**src/include/power_seq_pkg.sv**
```systemverilog
// constants, pin bundle and state types shared by the power status sequencer
// assumes a single 25 MHz core clock; every time below except T_PG_WARN_MS (counted in core cycles) is counted in ms ticks
package power_seq_pkg;

	// core clock and derived millisecond tick
	localparam int unsigned CLK_HZ     = 25_000_000;
	localparam int unsigned MS_PER_S   = 1000;
	localparam int unsigned CYC_PER_MS = CLK_HZ / MS_PER_S;

	// all ms-tick counters share one width, wide enough for the 1 s back-off
	localparam int unsigned MS_CNT_W = 10;
	typedef logic [MS_CNT_W-1:0] ms_cnt_t;

	// documented times, in their own unit
	localparam int unsigned T_PG_DEL_MIN_MS  = 5;
	localparam int unsigned T_PG_DEL_MAX_MS  = 400;
	localparam int unsigned T_PG_WARN_MS     = 1;
	localparam int unsigned T_PG_HOLDUP_MS   = 4;
	localparam int unsigned T_PG_LOW_MS      = 100;
	localparam int unsigned T_RAIL_OFF_S     = 1;
	localparam int unsigned T_SEQ_MIN_MS     = 50;
	localparam int unsigned T_SEQ_MAX_MS     = 1000;
	localparam int unsigned BLINK_SLOW_HZ    = 1;
	localparam int unsigned BLINK_FAST_HZ    = 2;

	// tick counts; hold-up and low-hold minimums get one extra tick because the first tick may come early; power good delay is doubled, sequence delay gets 10 extra
	localparam ms_cnt_t PG_DELAY_TICKS  = ms_cnt_t'(T_PG_DEL_MIN_MS * 2);
	localparam ms_cnt_t HOLDUP_TICKS    = ms_cnt_t'(T_PG_HOLDUP_MS + 1);
	localparam ms_cnt_t PG_LOW_TICKS    = ms_cnt_t'(T_PG_LOW_MS + 1);
	localparam ms_cnt_t RAIL_OFF_TICKS  = ms_cnt_t'(T_RAIL_OFF_S * MS_PER_S);
	localparam ms_cnt_t SEQ_DELAY_TICKS = ms_cnt_t'(T_SEQ_MIN_MS + 10);
	localparam ms_cnt_t SLOW_HALF_TICKS = ms_cnt_t'(MS_PER_S / (2 * BLINK_SLOW_HZ));
	localparam ms_cnt_t FAST_HALF_TICKS = ms_cnt_t'(MS_PER_S / (2 * BLINK_FAST_HZ));

	// every asynchronous status and control pin, synchronised as one vector
	typedef struct packed {
		logic dc_input_ok;
		logic standby_rail_ok;
		logic main_rail_ok;
		logic output_enable_n;
		logic fan_boost_request_n;
		logic system_fault_shutdown;
		logic paralleled_standby_ok;
		logic over_temp_shutdown;
		logic over_voltage_shutdown;
		logic over_current_shutdown;
		logic fan_error_major;
		logic fan_error_minor;
		logic over_temp_warning;
		logic bootload_active;
	} pins_s;

	// reset value of the synchroniser: active-low pins idle high
	localparam pins_s PINS_RST = '{output_enable_n: 1'b1, fan_boost_request_n: 1'b1,
		default: 1'b0};

	typedef enum logic [2:0] {
		LED_OFF,
		LED_GREEN_SLOW,
		LED_AMBER,
		LED_AMBER_SLOW,
		LED_GREEN_FAST,
		LED_GREEN
	} led_e;

	typedef enum logic [2:0] {
		MAIN_IDLE,
		MAIN_DELAY,
		MAIN_ON,
		MAIN_WARN,
		MAIN_BACKOFF
	} main_e;

endpackage

```
**src/hw/ms_timebase.sv**
```systemverilog
// millisecond tick and the two led blink phases
// assumes core_clk is the only clock; outputs are enables, not clocks
`timescale 1ns/1ps
module ms_timebase #(
	parameter int unsigned CYC_PER_MS = power_seq_pkg::CYC_PER_MS
) (
	input  wire logic core_clk,
	input  wire logic reset_n,
	output logic      ms_tick,
	output logic      blink_slow,
	output logic      blink_fast
);

	localparam int unsigned DIV_W = $clog2(CYC_PER_MS);

	logic [DIV_W-1:0]            div_q;
	power_seq_pkg::ms_cnt_t      slow_q;
	power_seq_pkg::ms_cnt_t      fast_q;

	generate
		if (CYC_PER_MS < 2) begin : g_bad_div
			$error("ms_timebase needs at least two cycles per ms");
		end
	endgenerate

	// divider: one-cycle pulse every CYC_PER_MS cycles
	always_ff @(posedge core_clk or negedge reset_n) begin
		if (!reset_n) begin
			div_q   <= '0;
			ms_tick <= 1'b0;
		end else begin
			ms_tick <= (div_q == DIV_W'(CYC_PER_MS - 1));
			div_q   <= (div_q == DIV_W'(CYC_PER_MS - 1)) ? '0 : div_q + 1'b1;
		end
	end

	// blink phases toggle every half period, counted in ms ticks
	always_ff @(posedge core_clk or negedge reset_n) begin
		if (!reset_n) begin
			slow_q     <= '0;
			fast_q     <= '0;
			blink_slow <= 1'b0;
			blink_fast <= 1'b0;
		end else if (ms_tick) begin
			slow_q <= (slow_q == power_seq_pkg::SLOW_HALF_TICKS - 1'b1) ? '0 : slow_q + 1'b1;
			fast_q <= (fast_q == power_seq_pkg::FAST_HALF_TICKS - 1'b1) ? '0 : fast_q + 1'b1;
			if (slow_q == power_seq_pkg::SLOW_HALF_TICKS - 1'b1) begin
				blink_slow <= ~blink_slow;
			end
			if (fast_q == power_seq_pkg::FAST_HALF_TICKS - 1'b1) begin
				blink_fast <= ~blink_fast;
			end
		end
	end

endmodule

```
**src/hw/pin_sync.sv**
```systemverilog
// two-flop synchroniser for a vector of asynchronous pins
// assumes each bit is an independent level; no bus coherence is promised
`timescale 1ns/1ps
module pin_sync #(
	parameter int unsigned           WIDTH = 1,
	parameter logic [WIDTH-1:0]      RST   = '0
) (
	input  wire logic                core_clk,
	input  wire logic                reset_n,
	input  wire logic [WIDTH-1:0]    async_in,
	output logic      [WIDTH-1:0]    sync_out
);

	logic [WIDTH-1:0] meta_q;

	// first stage is read only by the second stage
	always_ff @(posedge core_clk or negedge reset_n) begin
		if (!reset_n) begin
			meta_q   <= RST;
			sync_out <= RST;
		end else begin
			meta_q   <= async_in;
			sync_out <= meta_q;
		end
	end

endmodule

```
**src/hw/power_status_sequencer.sv**
```systemverilog
// rail sequencing, power-good timing, fan boost and front led of a dc-dc front end
// assumes all pins_in bits are asynchronous levels; rail enables drive the converters
//
// What this block does
// - power good high only while standby and main rails both regulate.
// - fan boost request low forces fan maximum, ignored in standby mode.
// - system fault shutdown high shuts the power outputs down.
// - power good rises 5 to 400 ms after both rails regulate.
// - power good falls at least 1 ms before main rail is dropped.
// - on dc input loss, power good falls no sooner than 4 ms later.
// - power good stays low at least 100 ms once it has fallen.
// - main rail regulates 5 to 400 ms after output enable goes low.
// - main rail disabled within 1 ms of output enable going high.
// - power good falls within 4 ms of output enable going high.
// - a rail that drops out stays off about 1 s before restart.
// - main rail starts 50 to 1000 ms after standby rail.
// - led pattern picked by fixed priority, first match wins.
// - led off with no output or input undervoltage and no paralleled standby.
// - led blinks green 1 Hz while output enable is high.
// - solid amber for over-temperature or over-voltage shutdown.
// - amber blinks 1 Hz for temperature warning or minor fan error.
// - green blinks 2 Hz during firmware bootload.
// - solid green when both rails regulate and nothing higher applies.
// - output enable returning high clears latched faults.
// - alert output goes low together with any amber led pattern.
`timescale 1ns/1ps
module power_status_sequencer #(
	parameter int unsigned CYC_PER_MS = power_seq_pkg::CYC_PER_MS
) (
	input  wire logic                 core_clk,
	input  wire logic                 reset_n,
	input  wire power_seq_pkg::pins_s pins_in,
	output logic                      standby_rail_en,
	output logic                      main_rail_en,
	output logic                      power_good_out,
	output logic                      fan_max_out,
	output logic                      led_green,
	output logic                      led_amber,
	output logic                      alert_out_n
);

	localparam int unsigned WARN_CYC = power_seq_pkg::T_PG_WARN_MS * CYC_PER_MS;
	localparam int unsigned WARN_W   = $clog2(WARN_CYC + 2);

	generate
		if (CYC_PER_MS < 2) begin : g_bad_rate
			$error("power_status_sequencer needs at least two cycles per ms");
		end
	endgenerate

	power_seq_pkg::pins_s   s;
	logic                   ms_tick;
	logic                   blink_slow;
	logic                   blink_fast;
	logic                   oe_n_prev_q;
	logic                   oe_rise;
	logic                   sys_fault_q;
	logic                   prot_fault_q;
	logic                   prot_event;
	power_seq_pkg::ms_cnt_t dc_lost_q;
	logic                   dc_dropped;
	logic                   stby_up_q;
	power_seq_pkg::ms_cnt_t stby_off_q;
	power_seq_pkg::main_e   main_q;
	power_seq_pkg::ms_cnt_t main_cnt_q;
	logic [WARN_W-1:0]      warn_cnt_q;
	logic                   main_up_q;
	logic                   stop_req;
	power_seq_pkg::ms_cnt_t pg_del_q;
	power_seq_pkg::ms_cnt_t pg_low_q;
	logic                   pg_ok;
	power_seq_pkg::led_e    led_d;
	power_seq_pkg::led_e    led_mode_q;

	pin_sync #(
		.WIDTH ($bits(power_seq_pkg::pins_s)),
		.RST   (power_seq_pkg::PINS_RST)
	) u_sync (
		.core_clk (core_clk),
		.reset_n  (reset_n),
		.async_in (pins_in),
		.sync_out (s)
	);

	ms_timebase #(
		.CYC_PER_MS (CYC_PER_MS)
	) u_timebase (
		.core_clk   (core_clk),
		.reset_n    (reset_n),
		.ms_tick    (ms_tick),
		.blink_slow (blink_slow),
		.blink_fast (blink_fast)
	);

	// saturating ms counter step, shared by the counters that count up in ms ticks
	function automatic power_seq_pkg::ms_cnt_t sat_inc(input power_seq_pkg::ms_cnt_t v);
		sat_inc = (&v) ? v : v + 1'b1;
	endfunction

	assign oe_rise    = s.output_enable_n & ~oe_n_prev_q;
	assign prot_event = s.over_temp_shutdown | s.over_voltage_shutdown | s.over_current_shutdown;
	assign dc_dropped = (dc_lost_q >= power_seq_pkg::HOLDUP_TICKS);

	// output enable edge detect for fault clearing
	always_ff @(posedge core_clk or negedge reset_n) begin
		if (!reset_n) begin
			oe_n_prev_q <= 1'b1;
		end else begin
			oe_n_prev_q <= s.output_enable_n;
		end
	end

	// latched faults: a new event in the clearing cycle wins
	always_ff @(posedge core_clk or negedge reset_n) begin
		if (!reset_n) begin
			sys_fault_q  <= 1'b0;
			prot_fault_q <= 1'b0;
		end else begin
			sys_fault_q  <= s.system_fault_shutdown | (sys_fault_q & ~oe_rise);
			prot_fault_q <= prot_event | (prot_fault_q & ~oe_rise);
		end
	end

	// input loss takes power good and the rails down only after the holdup time, so short dips ride through
	always_ff @(posedge core_clk or negedge reset_n) begin
		if (!reset_n) begin
			dc_lost_q <= '0;
		end else if (s.dc_input_ok) begin
			dc_lost_q <= '0;
		end else if (ms_tick) begin
			dc_lost_q <= sat_inc(dc_lost_q);
		end
	end

	// standby rail: on with input, back-off after it drops out on its own
	always_ff @(posedge core_clk or negedge reset_n) begin
		if (!reset_n) begin
			standby_rail_en <= 1'b0;
			stby_up_q       <= 1'b0;
			stby_off_q      <= '0;
		end else if (standby_rail_en) begin
			stby_up_q <= stby_up_q | s.standby_rail_ok;
			if (dc_dropped || sys_fault_q) begin
				standby_rail_en <= 1'b0;
				stby_up_q       <= 1'b0;
			end else if (stby_up_q && !s.standby_rail_ok) begin
				standby_rail_en <= 1'b0;
				stby_up_q       <= 1'b0;
				stby_off_q      <= power_seq_pkg::RAIL_OFF_TICKS;
			end
		end else if (stby_off_q != '0) begin
			if (ms_tick) begin
				stby_off_q <= stby_off_q - 1'b1;
			end
		end else if (s.dc_input_ok && !sys_fault_q) begin
			standby_rail_en <= 1'b1;
		end
	end

	// any reason to take the main rail down in an orderly way
	assign stop_req = s.output_enable_n | prot_fault_q | sys_fault_q | dc_dropped
		| ~standby_rail_en | ~s.standby_rail_ok;

	// main rail sequencer; power good is dropped on entry to warn, the rail a ms later
	always_ff @(posedge core_clk or negedge reset_n) begin
		if (!reset_n) begin
			main_q       <= power_seq_pkg::MAIN_IDLE;
			main_cnt_q   <= '0;
			warn_cnt_q   <= '0;
			main_rail_en <= 1'b0;
			main_up_q    <= 1'b0;
		end else begin
			case (main_q)
				power_seq_pkg::MAIN_IDLE: begin
					if (!stop_req && s.dc_input_ok) begin
						main_q     <= power_seq_pkg::MAIN_DELAY;
						main_cnt_q <= power_seq_pkg::SEQ_DELAY_TICKS;
					end
				end
				power_seq_pkg::MAIN_DELAY: begin
					if (stop_req || !s.dc_input_ok) begin
						main_q <= power_seq_pkg::MAIN_IDLE;
					end else if (ms_tick) begin
						main_cnt_q <= main_cnt_q - 1'b1;
						if (main_cnt_q == power_seq_pkg::ms_cnt_t'(1)) begin
							main_q       <= power_seq_pkg::MAIN_ON;
							main_rail_en <= 1'b1;
						end
					end
				end
				power_seq_pkg::MAIN_ON: begin
					main_up_q <= main_up_q | s.main_rail_ok;
					if (main_up_q && !s.main_rail_ok) begin
						main_q       <= power_seq_pkg::MAIN_BACKOFF;
						main_rail_en <= 1'b0;
						main_up_q    <= 1'b0;
						main_cnt_q   <= power_seq_pkg::RAIL_OFF_TICKS;
					end else if (stop_req) begin
						main_q     <= power_seq_pkg::MAIN_WARN;
						warn_cnt_q <= WARN_W'(WARN_CYC - 1);
					end
				end
				power_seq_pkg::MAIN_WARN: begin
					if (warn_cnt_q == '0) begin
						main_q       <= power_seq_pkg::MAIN_IDLE;
						main_rail_en <= 1'b0;
						main_up_q    <= 1'b0;
					end else begin
						warn_cnt_q <= warn_cnt_q - 1'b1;
					end
				end
				power_seq_pkg::MAIN_BACKOFF: begin
					if (main_cnt_q == '0) begin
						main_q <= power_seq_pkg::MAIN_IDLE;
					end else if (ms_tick) begin
						main_cnt_q <= main_cnt_q - 1'b1;
					end
				end
				default: begin
					main_q       <= power_seq_pkg::MAIN_IDLE;
					main_rail_en <= 1'b0;
				end
			endcase
		end
	end

	// power good may only stand while the sequencer is settled on and both rails regulate
	assign pg_ok = s.standby_rail_ok & s.main_rail_ok & (main_q == power_seq_pkg::MAIN_ON)
		& ~stop_req;

	// settle time after both rails regulate, and time held low after a drop
	always_ff @(posedge core_clk or negedge reset_n) begin
		if (!reset_n) begin
			pg_del_q <= '0;
			pg_low_q <= '0;
		end else begin
			if (!pg_ok) begin
				pg_del_q <= '0;
			end else if (ms_tick) begin
				pg_del_q <= sat_inc(pg_del_q);
			end
			if (power_good_out) begin
				pg_low_q <= '0;
			end else if (ms_tick) begin
				pg_low_q <= sat_inc(pg_low_q);
			end
		end
	end

	// power good output; falls the cycle after any cause disappears
	always_ff @(posedge core_clk or negedge reset_n) begin
		if (!reset_n) begin
			power_good_out <= 1'b0;
		end else begin
			power_good_out <= pg_ok && (pg_del_q >= power_seq_pkg::PG_DELAY_TICKS)
				&& (power_good_out || pg_low_q >= power_seq_pkg::PG_LOW_TICKS);
		end
	end

	// fan boost only counts while the main output is requested
	always_ff @(posedge core_clk or negedge reset_n) begin
		if (!reset_n) begin
			fan_max_out <= 1'b0;
		end else begin
			fan_max_out <= ~s.fan_boost_request_n & ~s.output_enable_n;
		end
	end

	// led precedence; rail faults count only for a rail that is meant to be on
	always_comb begin
		logic no_power;
		no_power = ~(s.standby_rail_ok | s.main_rail_ok) | ~s.dc_input_ok;
		if (no_power && !s.paralleled_standby_ok) begin
			led_d = power_seq_pkg::LED_OFF;
		end else if (s.output_enable_n || no_power
			|| (standby_rail_en && !s.standby_rail_ok)
			|| (main_rail_en && !s.main_rail_ok)) begin
			led_d = power_seq_pkg::LED_GREEN_SLOW;
		end else if (prot_fault_q || prot_event || s.fan_error_major) begin
			led_d = power_seq_pkg::LED_AMBER;
		end else if (s.over_temp_warning || s.fan_error_minor) begin
			led_d = power_seq_pkg::LED_AMBER_SLOW;
		end else if (s.bootload_active) begin
			led_d = power_seq_pkg::LED_GREEN_FAST;
		end else if (s.standby_rail_ok && s.main_rail_ok) begin
			led_d = power_seq_pkg::LED_GREEN;
		end else begin
			led_d = power_seq_pkg::LED_OFF;
		end
	end

	// led drive and alert share one register stage so they change together
	always_ff @(posedge core_clk or negedge reset_n) begin
		if (!reset_n) begin
			led_mode_q  <= power_seq_pkg::LED_OFF;
			led_green   <= 1'b0;
			led_amber   <= 1'b0;
			alert_out_n <= 1'b1;
		end else begin
			led_mode_q  <= led_d;
			led_green   <= (led_d == power_seq_pkg::LED_GREEN)
				|| (led_d == power_seq_pkg::LED_GREEN_SLOW && blink_slow)
				|| (led_d == power_seq_pkg::LED_GREEN_FAST && blink_fast);
			led_amber   <= (led_d == power_seq_pkg::LED_AMBER)
				|| (led_d == power_seq_pkg::LED_AMBER_SLOW && blink_slow);
			alert_out_n <= ~(led_d == power_seq_pkg::LED_AMBER
				|| led_d == power_seq_pkg::LED_AMBER_SLOW);
		end
	end

	// helper counters: cycles power good has been low, cycles main stays enabled after enable went away
	logic [WARN_W-1:0] pg_low_cyc_q;
	logic [WARN_W-1:0] oe_off_cyc_q;
	always_ff @(posedge core_clk or negedge reset_n) begin
		if (!reset_n) begin
			pg_low_cyc_q <= '0;
			oe_off_cyc_q <= '0;
		end else begin
			pg_low_cyc_q <= power_good_out ? '0 : ((&pg_low_cyc_q) ? pg_low_cyc_q
				: pg_low_cyc_q + 1'b1);
			oe_off_cyc_q <= (!s.output_enable_n || !main_rail_en) ? '0
				: ((&oe_off_cyc_q) ? oe_off_cyc_q : oe_off_cyc_q + 1'b1);
		end
	end
endmodule

```
**config.mk**
```make
export PLATFORM = sky130hd
export DESIGN_NAME = power_status_sequencer
export DESIGN_NICKNAME = d
export VERILOG_FILES = /design/src/include/power_seq_pkg.sv /design/src/hw/ms_timebase.sv /design/src/hw/pin_sync.sv /design/src/hw/power_status_sequencer.sv
export SDC_FILE = /design/constraint.sdc
export NUM_CORES = 1
export LEC_CHECK = 0
export BUFFER_PORTS_ARGS = -buffer_cell sky130_fd_sc_hd__buf_2
export CAP_MARGIN = 0
export CORE_UTILIZATION = 55
export CTS_BUF_LIST = sky130_fd_sc_hd__clkbuf_16
export CTS_CLUSTER_SIZE = 25
export DETAILED_ROUTE_END_ITERATION = 12
export PLACE_DENSITY = 0.72
export SYNTH_ARGS = -nofsm -noshare
export SYNTH_HDL_FRONTEND = slang
export SYNTH_HIERARCHICAL = 1
export SYNTH_SLANG_ARGS = --single-unit
```
**constraint.sdc**
```tcl
create_clock -name core_clk -period 2.3 [get_ports core_clk]
set_clock_uncertainty 0.05 [all_clocks]
set_input_delay 0.115 -clock core_clk [delete_from_list [all_inputs] [get_ports core_clk]]
set_output_delay 0.115 -clock core_clk [all_outputs]
set_load 0.1 [all_outputs]
```
==> summary.txt <==
Outcome
  – Status: complete, no violations

Drt
  – Via count: 5,155
  – Vias/cell: 5.496
  – DRT iter0 DRCs: 278
  – Routed wire length: 13.47 mm
  – TritonRoute pass-1 iters: 4
  – Drt drc: 0
  – ANT nets after route: 0
  – WL/cell: 14.36 µm

Worst setup path
  – R2R cell count: 7
  – Reg2reg setup slack: 0.005 ns
  – Critical Path RT: 2.57 ns
  – Buffers plus inverters on the worst setup path: 0
  – Worst Path Arrival: 2.56 ns
  – CP Max Fanout: 3
  – Crit-path slowest cell: or4_4
  – Worst reg2reg endpoint: main_cnt_q[5]
  – Crit end category: register
  – CP top delay family: compound AO/OA/AOI/OAI gates
  – Max stage delay on crit path: 0.45 ns
  – Ordered list of cells on the worst path: ha_1 > or2b_4 > a2111o_1 > or4_4 > a21oi_4 > a31oi_1 > a21boi_1
  – Reg-to-reg startpoint: dc_lost_q[0]
  – Crit path launch type: register
  – Critical path class: reg2reg

Synth
  – Count leader, synth: dfrtp_1
  – Largest area contributor in the netlist: dfrtp_1
  – Fraction of registers with async set/reset: 1.000
  – Post-synth EDFFs: 0
  – Mapped Nets: 708
  – Synth top area share: 0.5035
  – Top FF cell, synth: dfrtp_1
  – Mapped Area: 0.006958 mm²
  – Register area share after synthesis: 0.5262
  – Post-Syn Area per Cell: 10.31 µm²
  – Cell variety after synth: 75
  – Ys Warns: 6
  – #FFs+latches synth: 146
  – Synth top cells by count: dfrtp_1, nor2_1, nand2_1, nand3_1, xnor2_1
  – Synth top area cells: dfrtp_1, nor2_1, xnor2_1
  – Post-Syn Instances: 675

Layout
  – Seq. cell area: 0.003665 mm²
  – Final net count: 790
  – Fin util: 0.6792
  – Fillers: 930
  – Layout cells sized above 1: 0.1792
  – ANT cells: 0
  – Multi-input gate area: 0.003114 mm²
  – Final instance count without filler cells: 938
  – P&R area growth vs syn: 18.72%

Floorplanning
  – DIE AREA: 0.01310 mm²
  – Starting Density: 0.5721
  – Die height: 114.5 µm
  – Die width: 114.5 µm
  – Site row count: 40
  – Ports: 23
  – Core ar.: 0.01216 mm²

Power and ir drop
  – Power Density: 687.4 mW/mm²
  – VDD IR-drop max: 618.3 µV
  – Sequential share of power: 0.472
  – Cell Int Power: 4198 µW
  – Sw Pwr: 1480 µW
  – Power Total: 5679 µW
  – Comb pwr share: 0.078
  – Clock share of power: 0.450
  – Switching Share: 0.2607
  – Static Leak: 0.003810 µW

Clock tree
  – CTS tree: built
  – CTS root buf: clkbuf_16
  – Max clock buf depth: 2
  – Clk_lat worst skew: 0.43 ns
  – Clock transition at the registers of the reported paths: 0.07 ns
  – Clock H-tree levels: 4
  – # clock sinks: 146
  – TritonCTS buffer count: 17

Place
  – Buffers on Ports: 22
  – Dpl ws: -0.06916 ns
  – Gpl congestion: 0.8468
  – Placed cell count: 888
  – Hpwl dp: 9.370 mm

Global routing
  – Largest net degree at the start of global routing: 69
  – Vias in the first global route: 5,239
  – First-pass GRT wire length: 23.69 mm
  – Initial antenna violation count: 0
  – Gr ovfl total: 0
  – Total Routing Usage GR: 0.2343

Timing
  – Final setup fails: 0
  – Setup TNS: 0 ns
  – Fmax: 435.7 MHz
  – Minimum clock period: 2.295 ns
  – Least-Margin Pin Slew: 0.7041 ns
  – Rel. slew slack: 0.5270
  – Final Hold Fails: 0
  – Final Max Slew Viols: 0
  – Final WS setup: 0.004602 ns
  – Final Cycle Share: 0.9980
  – RSZ-0062 raised after global routing: yes

Job
  – # Max-Cap Violations: 0

Hold path
  – Hold Path Class: in2async
==> sequential cells by signal, summed over array words and instances, names as in the netlist, 3 cells and up <==
signal	cells
dc_lost_q	10
pg_del_q	10
u_timebase/div_q	15
u_sync/meta_q	14
u_sync/sync_out	14
stby_off_q	10
main_cnt_q	10
pg_low_q	10
u_timebase/fast_q	10
u_timebase/slow_q	10
main_q	3
warn_cnt_q	15
==> layer usage <==
metal,wire (µm),GRT usage
met5,0,0
met4,288,0.1030
met3,335,0.05506
met2,6755,0.3851
met1,6095,0.2971
==> power by group through the flow <==
stage          Sequential, µW  Clock, µW  Combinational [µW]
5_1_grt                  2690       2730                 488
4_1_cts                  2680       2600                 433
6_report                 2680       2560                 442
3_5_place_dp             2730          0                 411
2_1_floorplan            2730          0                 344
3_3_place_gp             2720          0                 402
==> worst max-delay path by stage <==
| stage | slack [ns] | from | cells past startpoint | to |
|---|---|---|---|---|
| 6_report | 0.005 | dc_lost_q[0] | 7 | main_cnt_q[5] |
| 5_1_grt | -0.08 | dc_lost_q[0] | 8 | main_cnt_q[5] |
| 4_1_cts | -0.03 | dc_lost_q[0] | 7 | main_cnt_q[5] |
| 3_5_place_dp | -0.07 | dc_lost_q[5] | 7 | main_cnt_q[8] |
| 3_3_place_gp | -0.02 | dc_lost_q[5] | 6 | main_cnt_q[5] |
| 2_1_floorplan | -0.04 | standby_rail_en | 6 | warn_cnt_q[12] |
==> cell type report <==
type,instances,area share
Multi-Input combinational cell,486,0.3770
Inverter,27,0.01227
Tap cell,168,0.02545
Sequential cell,146,0.4437
Clock buffer,17,0.05150
Timing Repair Buffer,79,0.07543
Clock inverter,15,0.01469
==> stage by stage <==
stage | instance area [µm²] | hold slack (ns)
finish | 8260 | 0.1825
global route | 8260 | 0.2562
CTS | 8195 | 0.2289
detailed placement | 7486 | 0.1132
global placement | 7486 | 0.1057
floorplan | 6978 | -0.2306
==> worst register-to-register path, stage by stage, from the launching register on <==
cell and delay [ns]:
dfrtp_1 0.41, ha_1 0.20, or2b_4 0.25, a2111o_1 0.42
or4_4 0.45, a21oi_4 0.16, a31oi_1 0.09, a21boi_1 0.16
==> repair_timing <==
item | 4_1_cts | 5_1_grt
pin swaps | 2 | 8
resized for setup | 2 | 21
endpoints found under the hold margin | 74 | 0
hold buffers | 15 | 0
setup buffers | 1 | 2
setup endpoints to repair | 8 | 22
==> cells by family after synthesis <==
| group | after synthesis | synth area share |
|---|---|---|
| AND/OR/NAND/NOR | 292 | 0.2129 |
| flip-flops | 146 | 0.5262 |
| adder cells (fa/ha/maj) | 18 | 0.03201 |
| multiplexers | 6 | 0.008632 |
| XOR/XNOR | 63 | 0.07930 |
| buffers and inverters | 43 | 0.03596 |
| AO/OA/AOI/OAI | 107 | 0.1050 |
==> cells in the final DEF, fill, tap and decap left out, drive strengths merged, types with 5 or more instances in the layout <==
| master | count |
|---|---|
| nor2 | 93 |
| dfrtp | 140 |
| nand2b | 7 |
| xor2 | 31 |
| dfstp | 6 |
| nand2 | 53 |
| mux2i | 6 |
| ha | 17 |
| and4 | 5 |
| clkinv | 5 |
| a31oi | 12 |
| nand4 | 13 |
| dlygate4sd3 | 15 |
| xnor2 | 32 |
| nor2b | 5 |
| o21ai | 30 |
| inv | 35 |
| a21oi | 28 |
| nand3 | 35 |
| buf | 64 |
| or4 | 6 |
| nor4 | 9 |
| or2b | 5 |
| or3 | 11 |
| nor3 | 24 |
| clkbuf | 17 |
| and3 | 8 |
Note: power is estimated with default switching activity, not from simulation.
